**src/logic/gpt_pkg.sv**
```systemverilog
`default_nettype none
package gpt_pkg;
  // Timer indices: module A low aux, core, high aux; module B aux, core.
  localparam int NUM_TMR = 5;
  localparam int T_A_LOW = 0;
  localparam int T_A_CORE = 1;
  localparam int T_A_HIGH = 2;
  localparam int T_B_AUX = 3;
  localparam int T_B_CORE = 4;
  // Bus clock period and finest count periods, in nanoseconds.
  localparam int CLK_NS = 25;
  localparam int A_MIN_NS = 500;
  localparam int B_MIN_NS = 250;
  // The finest periods hold at this reference clock, so they are a fixed
  // number of clocks per step and scale with whatever clock runs the block.
  localparam int REF_MHZ = 16;
  localparam int NS_PER_US = 1000;
  localparam int A_BASE_CYC = A_MIN_NS * REF_MHZ / NS_PER_US;
  localparam int B_BASE_CYC = B_MIN_NS * REF_MHZ / NS_PER_US;
  // Byte offsets of the register map.
  localparam logic [7:0] OFS_CTRL0 = 8'h00;
  localparam logic [7:0] OFS_CNT0 = 8'h20;
  localparam logic [7:0] OFS_CAP_RELOAD = 8'h40;
  localparam logic [7:0] OFS_FLAGS = 8'h44;
  localparam logic [7:0] OFS_STEP = 8'h04;
  // Control word fields.
  localparam int F_PRE_LO = 0;
  localparam int F_PRE_HI = 2;
  localparam int F_MODE_LO = 3;
  localparam int F_MODE_HI = 4;
  localparam int F_RUN = 5;
  localparam int F_DOWN = 6;
  localparam int F_XDIR = 7;
  localparam int F_GPOL = 8;
  localparam int F_FUNC_LO = 9;
  localparam int F_FUNC_HI = 10;
  localparam int F_TRIG_TOG = 11;
  localparam int F_TOG_FALL = 12;
  localparam int F_OPT = 13;
  localparam int F_OPT2 = 14;
  localparam logic [15:0] CTRL_RST = 16'h0000;
  localparam logic [15:0] CNT_RST = 16'h0000;
  localparam logic [5:0] FLAGS_RST = 6'h00;
  localparam int CAP_FLAG = 5;
  typedef enum logic [1:0] {
    GPT_TIMER = 2'b00,
    GPT_GATED = 2'b01,
    GPT_COUNTER = 2'b11,
    GPT_TOGGLE = 2'b10
  } gpt_mode_t;
  typedef enum logic [1:0] {
    GPT_FN_COUNT = 2'b00,
    GPT_FN_RELOAD = 2'b01,
    GPT_FN_CAPTURE = 2'b10
  } gpt_func_t;
endpackage
`default_nettype wire

```
**src/logic/gpt_timer_units.sv**
```systemverilog
// What this block does
// - Module A timers pick timer, gated, counter mode.
// - Timer mode counts prescaled bus clock ticks.
// - Counter mode counts edges on timer pin.
// - Gated mode counts ticks while gate level active.
// - Module A finest period is 8 clocks, 500 ns at 16 MHz.
// - Software direction, optionally flipped by pin.
// - Core A toggle latch flips on wrap.
// - Core A latch drives pin, clocks aux timers.
// - Aux timers as reload/capture stop counting.
// - Capture copies core A into aux timer.
// - Reload core A from pin or latch edge.
// - Opposite-edge reloads give continuous PWM.
// - Timers chain within module, else independent.
// - Module B: two timers, capture register, 4 clocks (250 ns at 16 MHz).
// - Module B prescaled, software up/down.
// - Core B latch flips on wrap, clocks aux.
// - Core B wrap optionally reloads from capture register.
// - Capture pin edge copies aux B, optional clear.
`timescale 1ns/1ps
`default_nettype none

// One 16-bit up/down counter with a synchronous load.
// Every timer of both modules is one of these, so wrap detection and
// load priority behave the same everywhere.
module gpt_counter (
  input wire logic pclk,
  input wire logic presetn,
  input wire logic step,
  input wire logic down,
  input wire logic load,
  input wire logic [15:0] load_val,
  output logic [15:0] count_ff,
  output logic wrap
);
  import gpt_pkg::*;

  // A wrap is a step out of the last value in the current direction.
  // The pulse is combinational, so the latch and any reload act in the same cycle.
  assign wrap = step & (down ? (count_ff == 16'h0000) : (count_ff == 16'hFFFF));

  // Load wins over counting so reloads replace the wrapped value.
  always_ff @(posedge pclk or negedge presetn) begin
    if (!presetn) begin
      count_ff <= CNT_RST;
    end else if (load) begin
      count_ff <= load_val;
    end else if (step) begin
      count_ff <= down ? count_ff - 16'h0001 : count_ff + 16'h0001;
    end
  end
endmodule

module gpt_timer_units (
  input wire logic pclk,
  input wire logic presetn,
  input wire logic [7:0] paddr,
  input wire logic psel,
  input wire logic penable,
  input wire logic pwrite,
  input wire logic [31:0] pwdata,
  output logic [31:0] prdata,
  output logic pready,
  output logic pslverr,
  input wire logic [2:0] timer_gate_clock_in,
  input wire logic [2:0] timer_dir_in,
  input wire logic capture_trigger_in,
  output logic core_a_toggle_out,
  output logic [5:0] timer_flags
);
  import gpt_pkg::*;

  // Per-timer state is kept in arrays indexed by the package's timer numbers.
  logic [15:0] ctrl_ff [NUM_TMR]; // Per-timer control words.
  logic [15:0] cnt [NUM_TMR]; // Counter values.
  logic [15:0] ld_val [NUM_TMR]; // Load values per counter.
  logic [NUM_TMR-1:0] step; // Count strobes.
  logic [NUM_TMR-1:0] down; // Effective directions.
  logic [NUM_TMR-1:0] ld; // Load strobes.
  logic [NUM_TMR-1:0] wrap; // Overflow or underflow pulses.
  logic [NUM_TMR-1:0] sw_cnt_wr; // Software writes to counters.
  logic [15:0] capture_reload_ff; // Capture/reload register.
  logic core_a_toggle_latch_ff; // Core A toggle latch.
  logic core_b_toggle_latch_ff; // Core B toggle latch.
  logic [5:0] flags_ff; // Request flags.
  logic [5:0] flag_set; // Hardware set terms.
  logic [2:0] pin_d_ff; // Previous pin levels for edges.
  logic [2:0] pin_rise; // Rising edges on module A pins.
  logic cap_d_ff; // Previous capture pin level.
  logic cap_event; // Selected capture pin transition.
  logic [4:0] base_a_ff; // Module A base divider.
  logic [4:0] base_b_ff; // Module B base divider.
  logic base_a_tick; // One finest period of module A.
  logic base_b_tick; // One finest period of module B.
  logic [7:0] pre_a_ff; // Module A prescaler chain.
  logic [7:0] pre_b_ff; // Module B prescaler chain.
  logic tog_a_rise; // Core A latch going high.
  logic tog_a_fall; // Core A latch going low.
  logic wr_en; // Register write in access phase.
  logic rd_setup; // Read in setup phase.
  logic addr_ok; // Address decodes to a register.
  logic [31:0] rd_mux; // Read data before the output flop.

  // Terminal counts of the base dividers; each divider restarts after it.
  localparam logic [4:0] A_LAST = 5'(A_BASE_CYC - 1);
  localparam logic [4:0] B_LAST = 5'(B_BASE_CYC - 1);

  // A prescaler setting p selects every 2**p-th base tick.
  // The chain counts base ticks, so setting p needs its low p bits all set.
  // Setting 7 gives the slowest rate, one step in 128 base periods.
  function automatic logic pre_tick(input logic base, input logic [7:0] chain,
                                    input logic [2:0] p);
    logic [7:0] mask;
    mask = (8'h01 << p) - 8'h01;
    pre_tick = base & ((chain & mask) == mask);
  endfunction

  // Base dividers give the finest count period of each module.
  // The chain runs free from reset, so the first step after a control write
  // may come anywhere within one prescaled period; software must allow for it.
  always_ff @(posedge pclk or negedge presetn) begin
    if (!presetn) begin
      base_a_ff <= 5'h00;
      pre_a_ff <= 8'h00;
    end else if (base_a_tick) begin
      base_a_ff <= 5'h00;
      pre_a_ff <= pre_a_ff + 8'h01;
    end else begin
      base_a_ff <= base_a_ff + 5'h01;
    end
  end
  assign base_a_tick = (base_a_ff == A_LAST);

  // Module B runs on the same scheme with half the base period.
  always_ff @(posedge pclk or negedge presetn) begin
    if (!presetn) begin
      base_b_ff <= 5'h00;
      pre_b_ff <= 8'h00;
    end else if (base_b_tick) begin
      base_b_ff <= 5'h00;
      pre_b_ff <= pre_b_ff + 8'h01;
    end else begin
      base_b_ff <= base_b_ff + 5'h01;
    end
  end
  assign base_b_tick = (base_b_ff == B_LAST);

  // Pins are taken as synchronous; one stage of history gives edges.
  // There is no synchroniser here: a pin that changes off the clock edge
  // would need two more flip-flops in front of this block.
  always_ff @(posedge pclk or negedge presetn) begin
    if (!presetn) begin
      pin_d_ff <= 3'h0;
      cap_d_ff <= 1'b0;
    end else begin
      pin_d_ff <= timer_gate_clock_in;
      cap_d_ff <= capture_trigger_in;
    end
  end
  assign pin_rise = timer_gate_clock_in & ~pin_d_ff;
  // The capture edge is chosen by the aux B falling-edge option.
  // Falling-edge capture suits timing the low phase of an input.
  assign cap_event = ctrl_ff[T_B_AUX][F_OPT] & (ctrl_ff[T_B_AUX][F_TOG_FALL] ?
                     (cap_d_ff & ~capture_trigger_in) : (capture_trigger_in & ~cap_d_ff));

  // Latch transitions are known in the wrap cycle, so no extra delay.
  // A reload on the same edge therefore replaces the wrapped value without a gap.
  assign tog_a_rise = wrap[T_A_CORE] & ~core_a_toggle_latch_ff;
  assign tog_a_fall = wrap[T_A_CORE] & core_a_toggle_latch_ff;

  // Count enables and directions of all five timers.
  // One process drives every bit of step and down, so each has a single driver.
  // Core A set to toggle mode has nothing to count and stands still; core B ignores its mode.
  always_comb begin
    logic en;
    logic [15:0] c;
    en = 1'b0;
    c = CTRL_RST;
    for (int i = T_A_LOW; i <= T_A_HIGH; i++) begin
      c = ctrl_ff[i];
      case (gpt_mode_t'(c[F_MODE_HI:F_MODE_LO]))
        GPT_TIMER: en = pre_tick(base_a_tick, pre_a_ff, c[F_PRE_HI:F_PRE_LO]);
        GPT_GATED: en = pre_tick(base_a_tick, pre_a_ff, c[F_PRE_HI:F_PRE_LO])
                        & (timer_gate_clock_in[i] == c[F_GPOL]);
        GPT_COUNTER: en = pin_rise[i];
        GPT_TOGGLE: en = (i != T_A_CORE) & wrap[T_A_CORE];
        default: en = 1'b0;
      endcase
      // Aux timers acting as reload or capture registers do not count.
      step[i] = c[F_RUN] & en & ((i == T_A_CORE) ||
                (gpt_func_t'(c[F_FUNC_HI:F_FUNC_LO]) == GPT_FN_COUNT));
      down[i] = c[F_DOWN] ^ (c[F_XDIR] & timer_dir_in[i]);
    end
    // Module B: the core always counts prescaled ticks, and software alone
    // sets the direction of both timers, since module B has no direction pins.
    step[T_B_CORE] = ctrl_ff[T_B_CORE][F_RUN] & pre_tick(base_b_tick, pre_b_ff,
                     ctrl_ff[T_B_CORE][F_PRE_HI:F_PRE_LO]);
    case (gpt_mode_t'(ctrl_ff[T_B_AUX][F_MODE_HI:F_MODE_LO]))
      GPT_TOGGLE: step[T_B_AUX] = ctrl_ff[T_B_AUX][F_RUN] & wrap[T_B_CORE];
      GPT_TIMER: step[T_B_AUX] = ctrl_ff[T_B_AUX][F_RUN] & pre_tick(base_b_tick,
                                 pre_b_ff, ctrl_ff[T_B_AUX][F_PRE_HI:F_PRE_LO]);
      default: step[T_B_AUX] = 1'b0;
    endcase
    down[T_B_CORE] = ctrl_ff[T_B_CORE][F_DOWN];
    down[T_B_AUX] = ctrl_ff[T_B_AUX][F_DOWN];
  end

  // Loads: a software write always beats a hardware load.
  // Hardware loads of one timer are ordered so that the first request here
  // takes effect; later ones look at ld before they write it.
  always_comb begin
    logic trig;
    logic [15:0] c;
    trig = 1'b0;
    c = CTRL_RST;
    for (int i = 0; i < NUM_TMR; i++) begin
      ld[i] = sw_cnt_wr[i];
      ld_val[i] = pwdata[15:0];
    end
    flag_set = FLAGS_RST;
    // Aux timers of module A: capture from core, or reload the core.
    for (int j = T_A_LOW; j <= T_A_HIGH; j += 2) begin
      c = ctrl_ff[j];
      if (gpt_func_t'(c[F_FUNC_HI:F_FUNC_LO]) == GPT_FN_CAPTURE && pin_rise[j]) begin
        flag_set[j] = 1'b1;
        if (!sw_cnt_wr[j]) begin
          ld[j] = 1'b1;
          ld_val[j] = cnt[T_A_CORE];
        end
      end
      trig = c[F_TRIG_TOG] ? (c[F_TOG_FALL] ? tog_a_fall : tog_a_rise) : pin_rise[j];
      // Low aux on one edge and high aux on the other alternate for PWM.
      if (gpt_func_t'(c[F_FUNC_HI:F_FUNC_LO]) == GPT_FN_RELOAD && trig &&
          !sw_cnt_wr[T_A_CORE] && !ld[T_A_CORE]) begin
        ld[T_A_CORE] = 1'b1;
        ld_val[T_A_CORE] = cnt[j];
      end
    end
    // Core B wrap may reload it from the capture register.
    if (wrap[T_B_CORE] && ctrl_ff[T_B_CORE][F_OPT] && !sw_cnt_wr[T_B_CORE]) begin
      ld[T_B_CORE] = 1'b1;
      ld_val[T_B_CORE] = capture_reload_ff;
    end
    // Optional clear of aux B after its value was captured.
    if (cap_event && ctrl_ff[T_B_AUX][F_OPT2] && !sw_cnt_wr[T_B_AUX]) begin
      ld[T_B_AUX] = 1'b1;
      ld_val[T_B_AUX] = CNT_RST;
    end
    for (int i = 0; i < NUM_TMR; i++) begin
      if (wrap[i]) begin
        flag_set[i] = 1'b1;
      end
    end
    flag_set[CAP_FLAG] = cap_event;
  end

  // The five counters share one structure.
  // Each instance sees only its own strobes; all cross-timer logic stays above.
  for (genvar g = 0; g < NUM_TMR; g++) begin : g_cnt
    gpt_counter u_cnt (
      .pclk(pclk),
      .presetn(presetn),
      .step(step[g]),
      .down(down[g]),
      .load(ld[g]),
      .load_val(ld_val[g]),
      .count_ff(cnt[g]),
      .wrap(wrap[g])
    );
  end

  // Toggle latches invert on every wrap of their core timer.
  // Core B's latch has no pin; it only clocks aux B in toggle mode.
  always_ff @(posedge pclk or negedge presetn) begin
    if (!presetn) begin
      core_a_toggle_latch_ff <= 1'b0;
      core_b_toggle_latch_ff <= 1'b0;
    end else begin
      core_a_toggle_latch_ff <= core_a_toggle_latch_ff ^ wrap[T_A_CORE];
      core_b_toggle_latch_ff <= core_b_toggle_latch_ff ^ wrap[T_B_CORE];
    end
  end
  // The pin shows the latch only when the core A output is enabled.
  assign core_a_toggle_out = core_a_toggle_latch_ff & ctrl_ff[T_A_CORE][F_OPT];

  // Bus decode; the slave never stalls, so pready stays high.
  // Zero wait states keep the bus simple; the cost is that read data must be
  // ready by the access phase, which the setup-phase capture below provides.
  assign wr_en = psel & penable & pwrite;
  assign rd_setup = psel & ~penable & ~pwrite;
  assign pready = 1'b1;
  always_comb begin
    addr_ok = (paddr[1:0] == 2'b00) && (paddr <= OFS_FLAGS) &&
              (paddr < OFS_CTRL0 + 8'(NUM_TMR) * OFS_STEP ||
               (paddr >= OFS_CNT0 && paddr < OFS_CNT0 + 8'(NUM_TMR) * OFS_STEP) ||
               paddr >= OFS_CAP_RELOAD);
    for (int i = 0; i < NUM_TMR; i++) begin
      sw_cnt_wr[i] = wr_en && (paddr == OFS_CNT0 + 8'(i) * OFS_STEP);
    end
  end
  // Refused accesses change nothing: unmapped writes decode to no register.
  assign pslverr = psel & penable & ~addr_ok;

  // Control words are plain software storage.
  // Fields take effect on the edge after the write, so a running timer never
  // sees half of an old and half of a new control word.
  always_ff @(posedge pclk or negedge presetn) begin
    if (!presetn) begin
      for (int i = 0; i < NUM_TMR; i++) begin
        ctrl_ff[i] <= CTRL_RST;
      end
    end else begin
      for (int i = 0; i < NUM_TMR; i++) begin
        if (wr_en && paddr == OFS_CTRL0 + 8'(i) * OFS_STEP) begin
          ctrl_ff[i] <= pwdata[15:0];
        end
      end
    end
  end

  // Capture register: a capture event beats a software write.
  // Software loses a same-cycle collision so that no capture event is lost.
  always_ff @(posedge pclk or negedge presetn) begin
    if (!presetn) begin
      capture_reload_ff <= CNT_RST;
    end else if (cap_event) begin
      capture_reload_ff <= cnt[T_B_AUX];
    end else if (wr_en && paddr == OFS_CAP_RELOAD) begin
      capture_reload_ff <= pwdata[15:0];
    end
  end

  // Flags clear by writing ones; a set in the same cycle wins.
  // Clearing with ones lets software acknowledge one flag without a read first.
  always_ff @(posedge pclk or negedge presetn) begin
    if (!presetn) begin
      flags_ff <= FLAGS_RST;
    end else if (wr_en && paddr == OFS_FLAGS) begin
      flags_ff <= (flags_ff & ~pwdata[5:0]) | flag_set;
    end else begin
      flags_ff <= flags_ff | flag_set;
    end
  end
  assign timer_flags = flags_ff;

  // Read data is sampled in the setup phase so it comes from a flop.
  // The value shown is the one from the setup cycle; a count that moves during
  // the access phase shows up in the next read.
  always_comb begin
    rd_mux = 32'h0000_0000;
    for (int i = 0; i < NUM_TMR; i++) begin
      if (paddr == OFS_CTRL0 + 8'(i) * OFS_STEP) begin
        rd_mux = {16'h0000, ctrl_ff[i]};
      end
      if (paddr == OFS_CNT0 + 8'(i) * OFS_STEP) begin
        rd_mux = {16'h0000, cnt[i]};
      end
    end
    if (paddr == OFS_CAP_RELOAD) begin
      rd_mux = {16'h0000, capture_reload_ff};
    end
    if (paddr == OFS_FLAGS) begin
      rd_mux = {26'h0, flags_ff};
    end
  end
  always_ff @(posedge pclk or negedge presetn) begin
    if (!presetn) begin
      prdata <= 32'h0000_0000;
    end else if (rd_setup) begin
      prdata <= rd_mux;
    end
  end
endmodule
`default_nettype wire

```
**config.mk**
```make
export PLATFORM = sky130hd
export DESIGN_NAME = gpt_timer_units
export DESIGN_NICKNAME = d
export VERILOG_FILES = /design/src/logic/gpt_pkg.sv /design/src/logic/gpt_timer_units.sv
export SDC_FILE = /design/constraint.sdc
export NUM_CORES = 1
export LEC_CHECK = 0
export ABC_CLOCK_PERIOD_IN_PS = 3600
export BUFFER_PORTS_ARGS = -buffer_cell sky130_fd_sc_hd__clkbuf_2
export CAP_MARGIN = 20
export CELL_PAD_IN_SITES_DETAIL_PLACEMENT = 1
export CELL_PAD_IN_SITES_GLOBAL_PLACEMENT = 2
export CORE_UTILIZATION = 26
export CTS_BUF_LIST = sky130_fd_sc_hd__clkbuf_8
export CTS_CLUSTER_DIAMETER = 80
export DETAILED_ROUTE_END_ITERATION = 7
export PLACE_DENSITY_LB_ADDON = 0.1
export SETUP_SLACK_MARGIN = 0.3
export SLEW_MARGIN = 10
export SYNTH_ARGS = -nofsm -noshare
export SYNTH_HDL_FRONTEND = slang
export SYNTH_SLANG_ARGS = --single-unit
```
**constraint.sdc**
```tcl
create_clock -name pclk -period 3.6 [get_ports pclk]
set_input_delay 0.72 -clock pclk [delete_from_list [all_inputs] [get_ports pclk]]
set_output_delay 0.72 -clock pclk [all_outputs]
set_load 0.005 [all_outputs]
```
Word-level counts from Yosys, hierarchy flattened

Cells that the tools add are included.

Register bits: 245
Bits in latches: 0
RAM bits: 0
Bits in read-only memories: 0
Input port bits: 52
Output and inout port bits: 41
Word-level logic and storage cells: 264
Memories: 0

$add $sub $neg: 19
Multipliers: 0
Div/mod/pow operators: 0
$lt $le $gt $ge: 5
Equal/unequal tests: 40
Shifts and indexed selects: 5
Multiplexer cells: 67
Bitwise operators: 56
Reductions and logical operators: 52

Operators with widths:

| kind                                                                  | count |
|---|---|
| 16-bit 2-to-1 mux                                                     | 26 |
| 32-bit 2-to-1 mux                                                     | 11 |
| 16-bit by 1-bit adder with 16-bit output, second input constant       | 5 |
| 16-bit equality test, second input constant                           | 5 |
| 16-bit logical NOT                                                    | 5 |
| 16-bit by 1-bit subtractor with 16-bit output, second input constant  | 5 |
| 8-bit AND                                                             | 5 |
| 8-bit by 6-bit equality test with 1-bit output, second input constant | 5 |
| 8-bit equality test                                                   | 5 |
| 1-bit by 3-bit << shifter with 8-bit output, first input constant     | 5 |
| 8-bit by 1-bit subtractor with 8-bit output, second input constant    | 5 |
| 1-bit AND                                                             | 35 |
| 1-bit logical AND                                                     | 27 |
| 1-bit 2-to-1 mux                                                      | 23 |
| 2-bit equality test, second input constant                            | 9 |
| 8-bit by 1-bit adder with 8-bit output, second input constant         | 2 |
| 8-bit by 4-bit equality test with 1-bit output, second input constant | 2 |
| 8-bit by 7-bit equality test with 1-bit output, second input constant | 2 |
| 2-bit logical NOT                                                     | 7 |
| 6-bit bitwise OR                                                      | 2 |
| 1-bit one-hot mux with 4 select lines                                 | 3 |
| 2-bit nonzero test                                                    | 6 |
| 5-bit by 1-bit adder with 5-bit output, second input constant         | 2 |
| 2-bit by 1-bit equality test with 1-bit output, second input constant | 5 |
| 22 further kinds                                                      | 37 |

Depth between registers and ports, before layout

Word-level depth: 20
Gate-level depth with buffers: 19
Depth with buffers taken out: 15

Modules after synthesis

Synthesis repeated with hierarchy kept, for this count alone.

Cells, all modules: 1,886
Area, all modules: 17,271.6 um^2

By module, submodules not included:

| module                            | instances | cells an instance | area an instance (um^2) | sequential area each (um^2) |
|---|---|---|---|---|
| gpt_timer_units                   | 1         | 959               | 9,464.1                 | 3,678.5 |
| gpt_counter at g_cnt[0].u_cnt ... | 4         | 187               | 1,574.0                 | 400.4 |
| gpt_counter at g_cnt[1].u_cnt     | 1         | 179               | 1,511.4                 | 400.4 |

Least setup slack after synthesis

Ideal clock, no wire load.

Kind: input to register
From: input timer_dir_in[0]
To: register g_cnt[0].u_cnt.count_ff[15]
Library setup time: 0.079 ns
Arrival time: 3.650 ns
Data required time: 3.521 ns
Slack: -0.129 ns
Stages: 11
Path buffers: 0
Cells stage by stage: nand2_1 xnor2_1 ha_1 o21ai_0 o211ai_1 a221oi_2 o21ai_1 a31oi_1 xnor2_1 a311oi_1 a2bb2oi_1

Word-level cells in the longest chain between the ends: 5

RTL lines:

| what                 | line                   | text |
|---|---|---|
| from (decl)          | gpt_timer_units.sv:66  | `input wire logic [2:0] timer_dir_in,` |
| 1-bit AND            | gpt_timer_units.sv:192 | `down[i] = c[F_DOWN] ^ (c[F_XDIR] & timer_dir_in[i]);` |
| 1-bit bitwise XOR    | gpt_timer_units.sv:192 |  |
| 16-bit 2-to-1 mux    | gpt_timer_units.sv:49  | `count_ff <= down ? count_ff - 16'h0001 : count_ff + 16'h0001;` |
| 16-bit 2-to-1 mux    | gpt_timer_units.sv:48  | `end else if (step) begin` |
| 16-bit 2-to-1 mux    | gpt_timer_units.sv:46  | `end else if (load) begin` |
| to (signal assigned) | gpt_timer_units.sv:47  | `count_ff <= load_val;` |
| to (signal assigned) | gpt_timer_units.sv:49  |  |
| to (decl)            | gpt_timer_units.sv:33  | `output logic [15:0] count_ff,` |

Every way passes these cells. The select of a mux whose other input is x is not followed.
A chain may end at the register's enable or synchronous reset.

Worst setup path in the final report

From: input paddr[5]
To: output pslverr

Word-level cells in the longest chain between the ends: 7
Elaborated cells on any way between the ends: 12
Classes of those cells: 5 x order compare; 2 x bitwise; 5 x reduce/logical

RTL lines:

| what                                                                                                                                  | line                   | text |
|---|---|---|
| from (decl)                                                                                                                           | gpt_timer_units.sv:57  | `input wire logic [7:0] paddr,` |
| 8-bit by 6-bit greater-or-equal comparator with 1-bit output or 8-bit by 6-bit less-than comparator with 1-bit output (tied branches) | gpt_timer_units.sv:295 | `(paddr >= OFS_CNT0 && paddr < OFS_CNT0 + 8'(NUM_TMR) * OFS_STEP) \|\|` |
| 1-bit logical AND                                                                                                                     | gpt_timer_units.sv:295 |  |
| 1-bit logical OR                                                                                                                      | gpt_timer_units.sv:294 | `(paddr < OFS_CTRL0 + 8'(NUM_TMR) * OFS_STEP \|\|` |
| 1-bit logical OR                                                                                                                      | gpt_timer_units.sv:295 |  |
| 1-bit logical AND (*)                                                                                                                 | gpt_timer_units.sv:293 | `addr_ok = (paddr[1:0] == 2'b00) && (paddr <= OFS_FLAGS) &&` |
| 1-bit NOT (*)                                                                                                                         | gpt_timer_units.sv:302 | `assign pslverr = psel & penable & ~addr_ok;` |
| 1-bit AND (*)                                                                                                                         | gpt_timer_units.sv:302 |  |
| to (decl)                                                                                                                             | gpt_timer_units.sv:64  | `output logic pslverr,` |

Mark *: on every way between the ends. The rest lies on a longest branch, timed or not.

==> metrics.md <==
| Metric | Value |
|---|---|
| Tmin final | `approximately 3200 ps` |
| Seq/Total Area, Yosys | `between 30% and 40%` |
| Pwr dens | `409 nW/um2` |
| Max-slew headroom | `a little under two fifths` |
| Hold Crit Depth | `1` |
| Average vias per placed instance | `5.49` |
| DR vias | `between 10000 and 15000` |
| Core Rows | `89` |
| Die X | `248 um` |
| Critical-path maximum fanout | `24` |
| # IOs | `between 90 and 100` |
| Share of cells above drive strength 1 | `between 10% and 20%` |
| Worst Path Required | `around 2900 ps` |
| H-tree depth | `2` |
| Final setup margin | `418 ps` |
| First-pass GRT wire length | `approximately 110000 um` |
| Cell with the most instances after synthesis | `dfrtp_1` |
| TritonCTS Buffers | `48` |
| Largest net degree at the start of global routing | `75` |
| Area contributors post-synth | `dfrtp_1 36%, ha_1 6.1%, mux2_2 6.0%` |
| Top_reg_cell synth | `dfrtp_1` |
| Async S/R FF share, synth | `100%` |
| Max Fclk | `0.314 GHz` |
| Die height | `248 um` |
| Clk pin slew, worst setup/hold paths | `around 60 ps` |
| Area grow syn2layout | `18.1%` |
| Reg-to-reg startpoint | `g_cnt[1].u_cnt.count_ff[14]` |
| Final period util | `between 80% and 90%` |
| Worst VDD drop | `about 220 uV` |
| Setup CP Type | `in2out` |
| Worst-Skew Late Latency | `~670 ps` |
| Drc violations | `6` |
| Max-slew violations | `0` |
| Setup TNS | `0 ps` |
| Max Buffers Root-to-Sink | `3` |
| ANT nets after route | `0` |
| Setup WS pre-CTS | `5.30 ps` |
| Worst Skew | `between 30 and 40 ps` |
| Total of max-cap violations | `0` |
| Clk sinks | `between 200 and 250` |
| Setup crit end | `pslverr` |
| Detailed Route Iter0 Violations | `1048` |
| CP startpoint | `paddr[5]` |
| All-Layer GR Usage | `23.8%` |
| Area leader, netlist | `dfrtp_1` |
| HP Class | `in2reg` |
| Final wirelength | `72300 um` |
| Initial antenna violation count | `2` |
| Clk root buf | `clkbuf_8` |
| Status | `finished with violations` |
| Post-layout nets | `approximately 2000` |
| CTS tree | `yes` |
| Final setup violation count | `0` |
| Failing checks | `DRC` |
| Synthesized flop and latch total | `roughly 230` |
| Top-area cell type share of the netlist area | `a little over a third` |
| LEAKAGE | `8.27 nW` |
| Vias in the first global route | `15000` |
| Total grt overflow | `0` |
| Dpl hpwl | `between 50000 and 60000 um` |
| Syn Area/Cell | `between 8 and 9 um2` |
| Netlist Area Pre-Place | `between 15000 and 20000 um2` |
| Crit path launch type | `primary input` |
| Post-synth EDFFs | `0` |
| Unrepaired setup endpoints after global routing | `true` |
| Slew at the pin closest to its max-slew limit | `about 940 ps` |
| Core box area | `between 50000 and 60000 um2` |
| Post-Syn Instances | `about 1800` |
| Placer congestion estimate | `0.845` |
| Die area | `approximately 61000 um2` |
| Flop2flop setup slack | `about 450 ps` |
| Starting density of the core | `between 20% and 30%` |
| Port Buf Inserts | `~60` |
| Top post-synthesis cells by count | `227 x dfrtp_1, 163 x nand2_1, 149 x nor2_1, 117 x a21oi_1, 111 x o21ai_0` |
| DR pass1 iterations | `8` |
| Crit Reg-Reg Endpoint | `g_cnt[1].u_cnt.count_ff[14]` |
| R2R cell count | `14` |
| Crit path capture type | `output pin` |
| Synth cell types | `81` |
| Yosys warning total | `0` |
| Final hold vios | `0` |
| Critical Path AT | `about 2500 ps` |
| Routed len/inst | `about 27 um` |
[cells by family (layout without fill, tap and decap cells)]
| logic type | Yosys count | count (layout) | synth area share, % |
|---|---|---|---|
| AOI/OAI and AO/OA | 531 | 531 | 22.2 |
| xor gates and xnor gates | 81 | 81 | 4.52 |
| adders and majority gates | 81 | 81 | 6.70 |
| buffers and inverters | 161 | 306 | 4.58 |
| DFF | 227 | 227 | 36.2 |
| muxes | 126 | 126 | 8.71 |
| other | 2 | 18 | 0.0479 |
| and+or+nand+nor | 549 | 549 | 17.0 |
[final cells by class]
class	count	area, um2
Clock inverter	25	184
Timing Repair Buffer	166	1170
Sequential cell	227	5680
Fill cell	6857	40800
Multi-Input combinational cell	1385	9440
Antenna cell	1	2.50
Tap cell	773	967
Inverter	52	198
Clock buffer	63	867
[critical path, cell delays in order]
cell,delay (ps)
clkbuf_2,200
buf_4,320
nor3_1,440
nand3_1,290
nand2_1,120
a221oi_1,80
buf_4,170
clkbuf_2,110
[state kept, by name, indices dropped and copies added (netlist names)]
name,flops
timer_flags,6
g_cnt.u_cnt.count_ff,80
core_a_toggle_latch_ff,1
pre_b_ff,7
pin_d_ff,3
base_b_ff,5
cap_d_ff,1
prdata,16
base_a_ff,5
ctrl_ff,80
pre_a_ff,7
capture_reload_ff,16
[worst min path at each step]
stage	start	endpoint	slack (ps)
floorplan	presetn	base_a_ff[0]	420
global placement	base_a_ff[0]	base_a_ff[0]	450
detailed placement	base_a_ff[0]	base_a_ff[0]	460
CTS	capture_trigger_in	cap_d_ff	160
global route	capture_trigger_in	cap_d_ff	170
finish	capture_trigger_in	cap_d_ff	210
[repair_timing]
action,in CTS,in global routing
gates cloned,0,0
resized for setup,1,15
endpoints found under the setup margin,7,19
pin swaps,1,8
hold endpoints to repair,4,0
buffers inserted,0,1
hold buffers,1,0
[routing by layer]
layer / share of wire (%) / up-vias / wire [um] / global-route usage [%]
met4: 2.2 / 0 / 1580 / 5.54
li1: - / 6780 / - / -
met3: 4.1 / 100 / 2970 / 2.80
met5: 0 / - / 0 / 0
met1: 50 / 7571 / 36000 / 35.3
met2: 44 / 332 / 31800 / 36.4
[power by group]
part	leakage [nW]	internal (W)	switching [W]
clock network	0.595	0.00172	0.00138
logic	4.76	0.000529	0.000828
registers	2.91	0.00273	0.000393
[cells in the final DEF, fill, tap and decap left out, types with 10 or more instances in the layout]
cell type and count:
ha_1 75, nor3_1 32, dfrtp_1 225, nand2_1 162, a21o_1 18, nand3_1 41
and3_1 13, clkbuf_2 58, clkbuf_8 63, o21ai_0 108, mux2i_1 42, mux2_2 84
xor2_1 23, nor2b_1 12, o21bai_1 11, a22oi_1 26, nor4_1 25, o31ai_1 16
a21oi_1 116, conb_1 17, a31oi_1 30, buf_4 101, o221ai_1 12, xnor2_1 55
o211ai_1 31, inv_1 62, o21a_1 19, a211oi_1 12, nand4_1 39, nand2b_1 10
a221oi_1 16, o22ai_1 30, nor2_1 149, or3_1 12
[metrics by stage]
stage / total power, W / util, % / cells / instance area [um2] / hold slack [ps]
after floorplan: 0.00373 / - / 1773 / 15800 / 424
after global placement: 0.00449 / 29.3 / 2601 / 17400 / 447
after detailed placement: 0.00451 / 29.3 / 2601 / 17400 / 455
after CTS: 0.00769 / 31.1 / 2690 / 18500 / 157
after global routing: 0.00794 / 31.2 / 2691 / 18500 / 165
final: 0.00758 / 31.2 / 2692 / 18500 / 208
No activity file was read; power rests on OpenSTA's default activity.
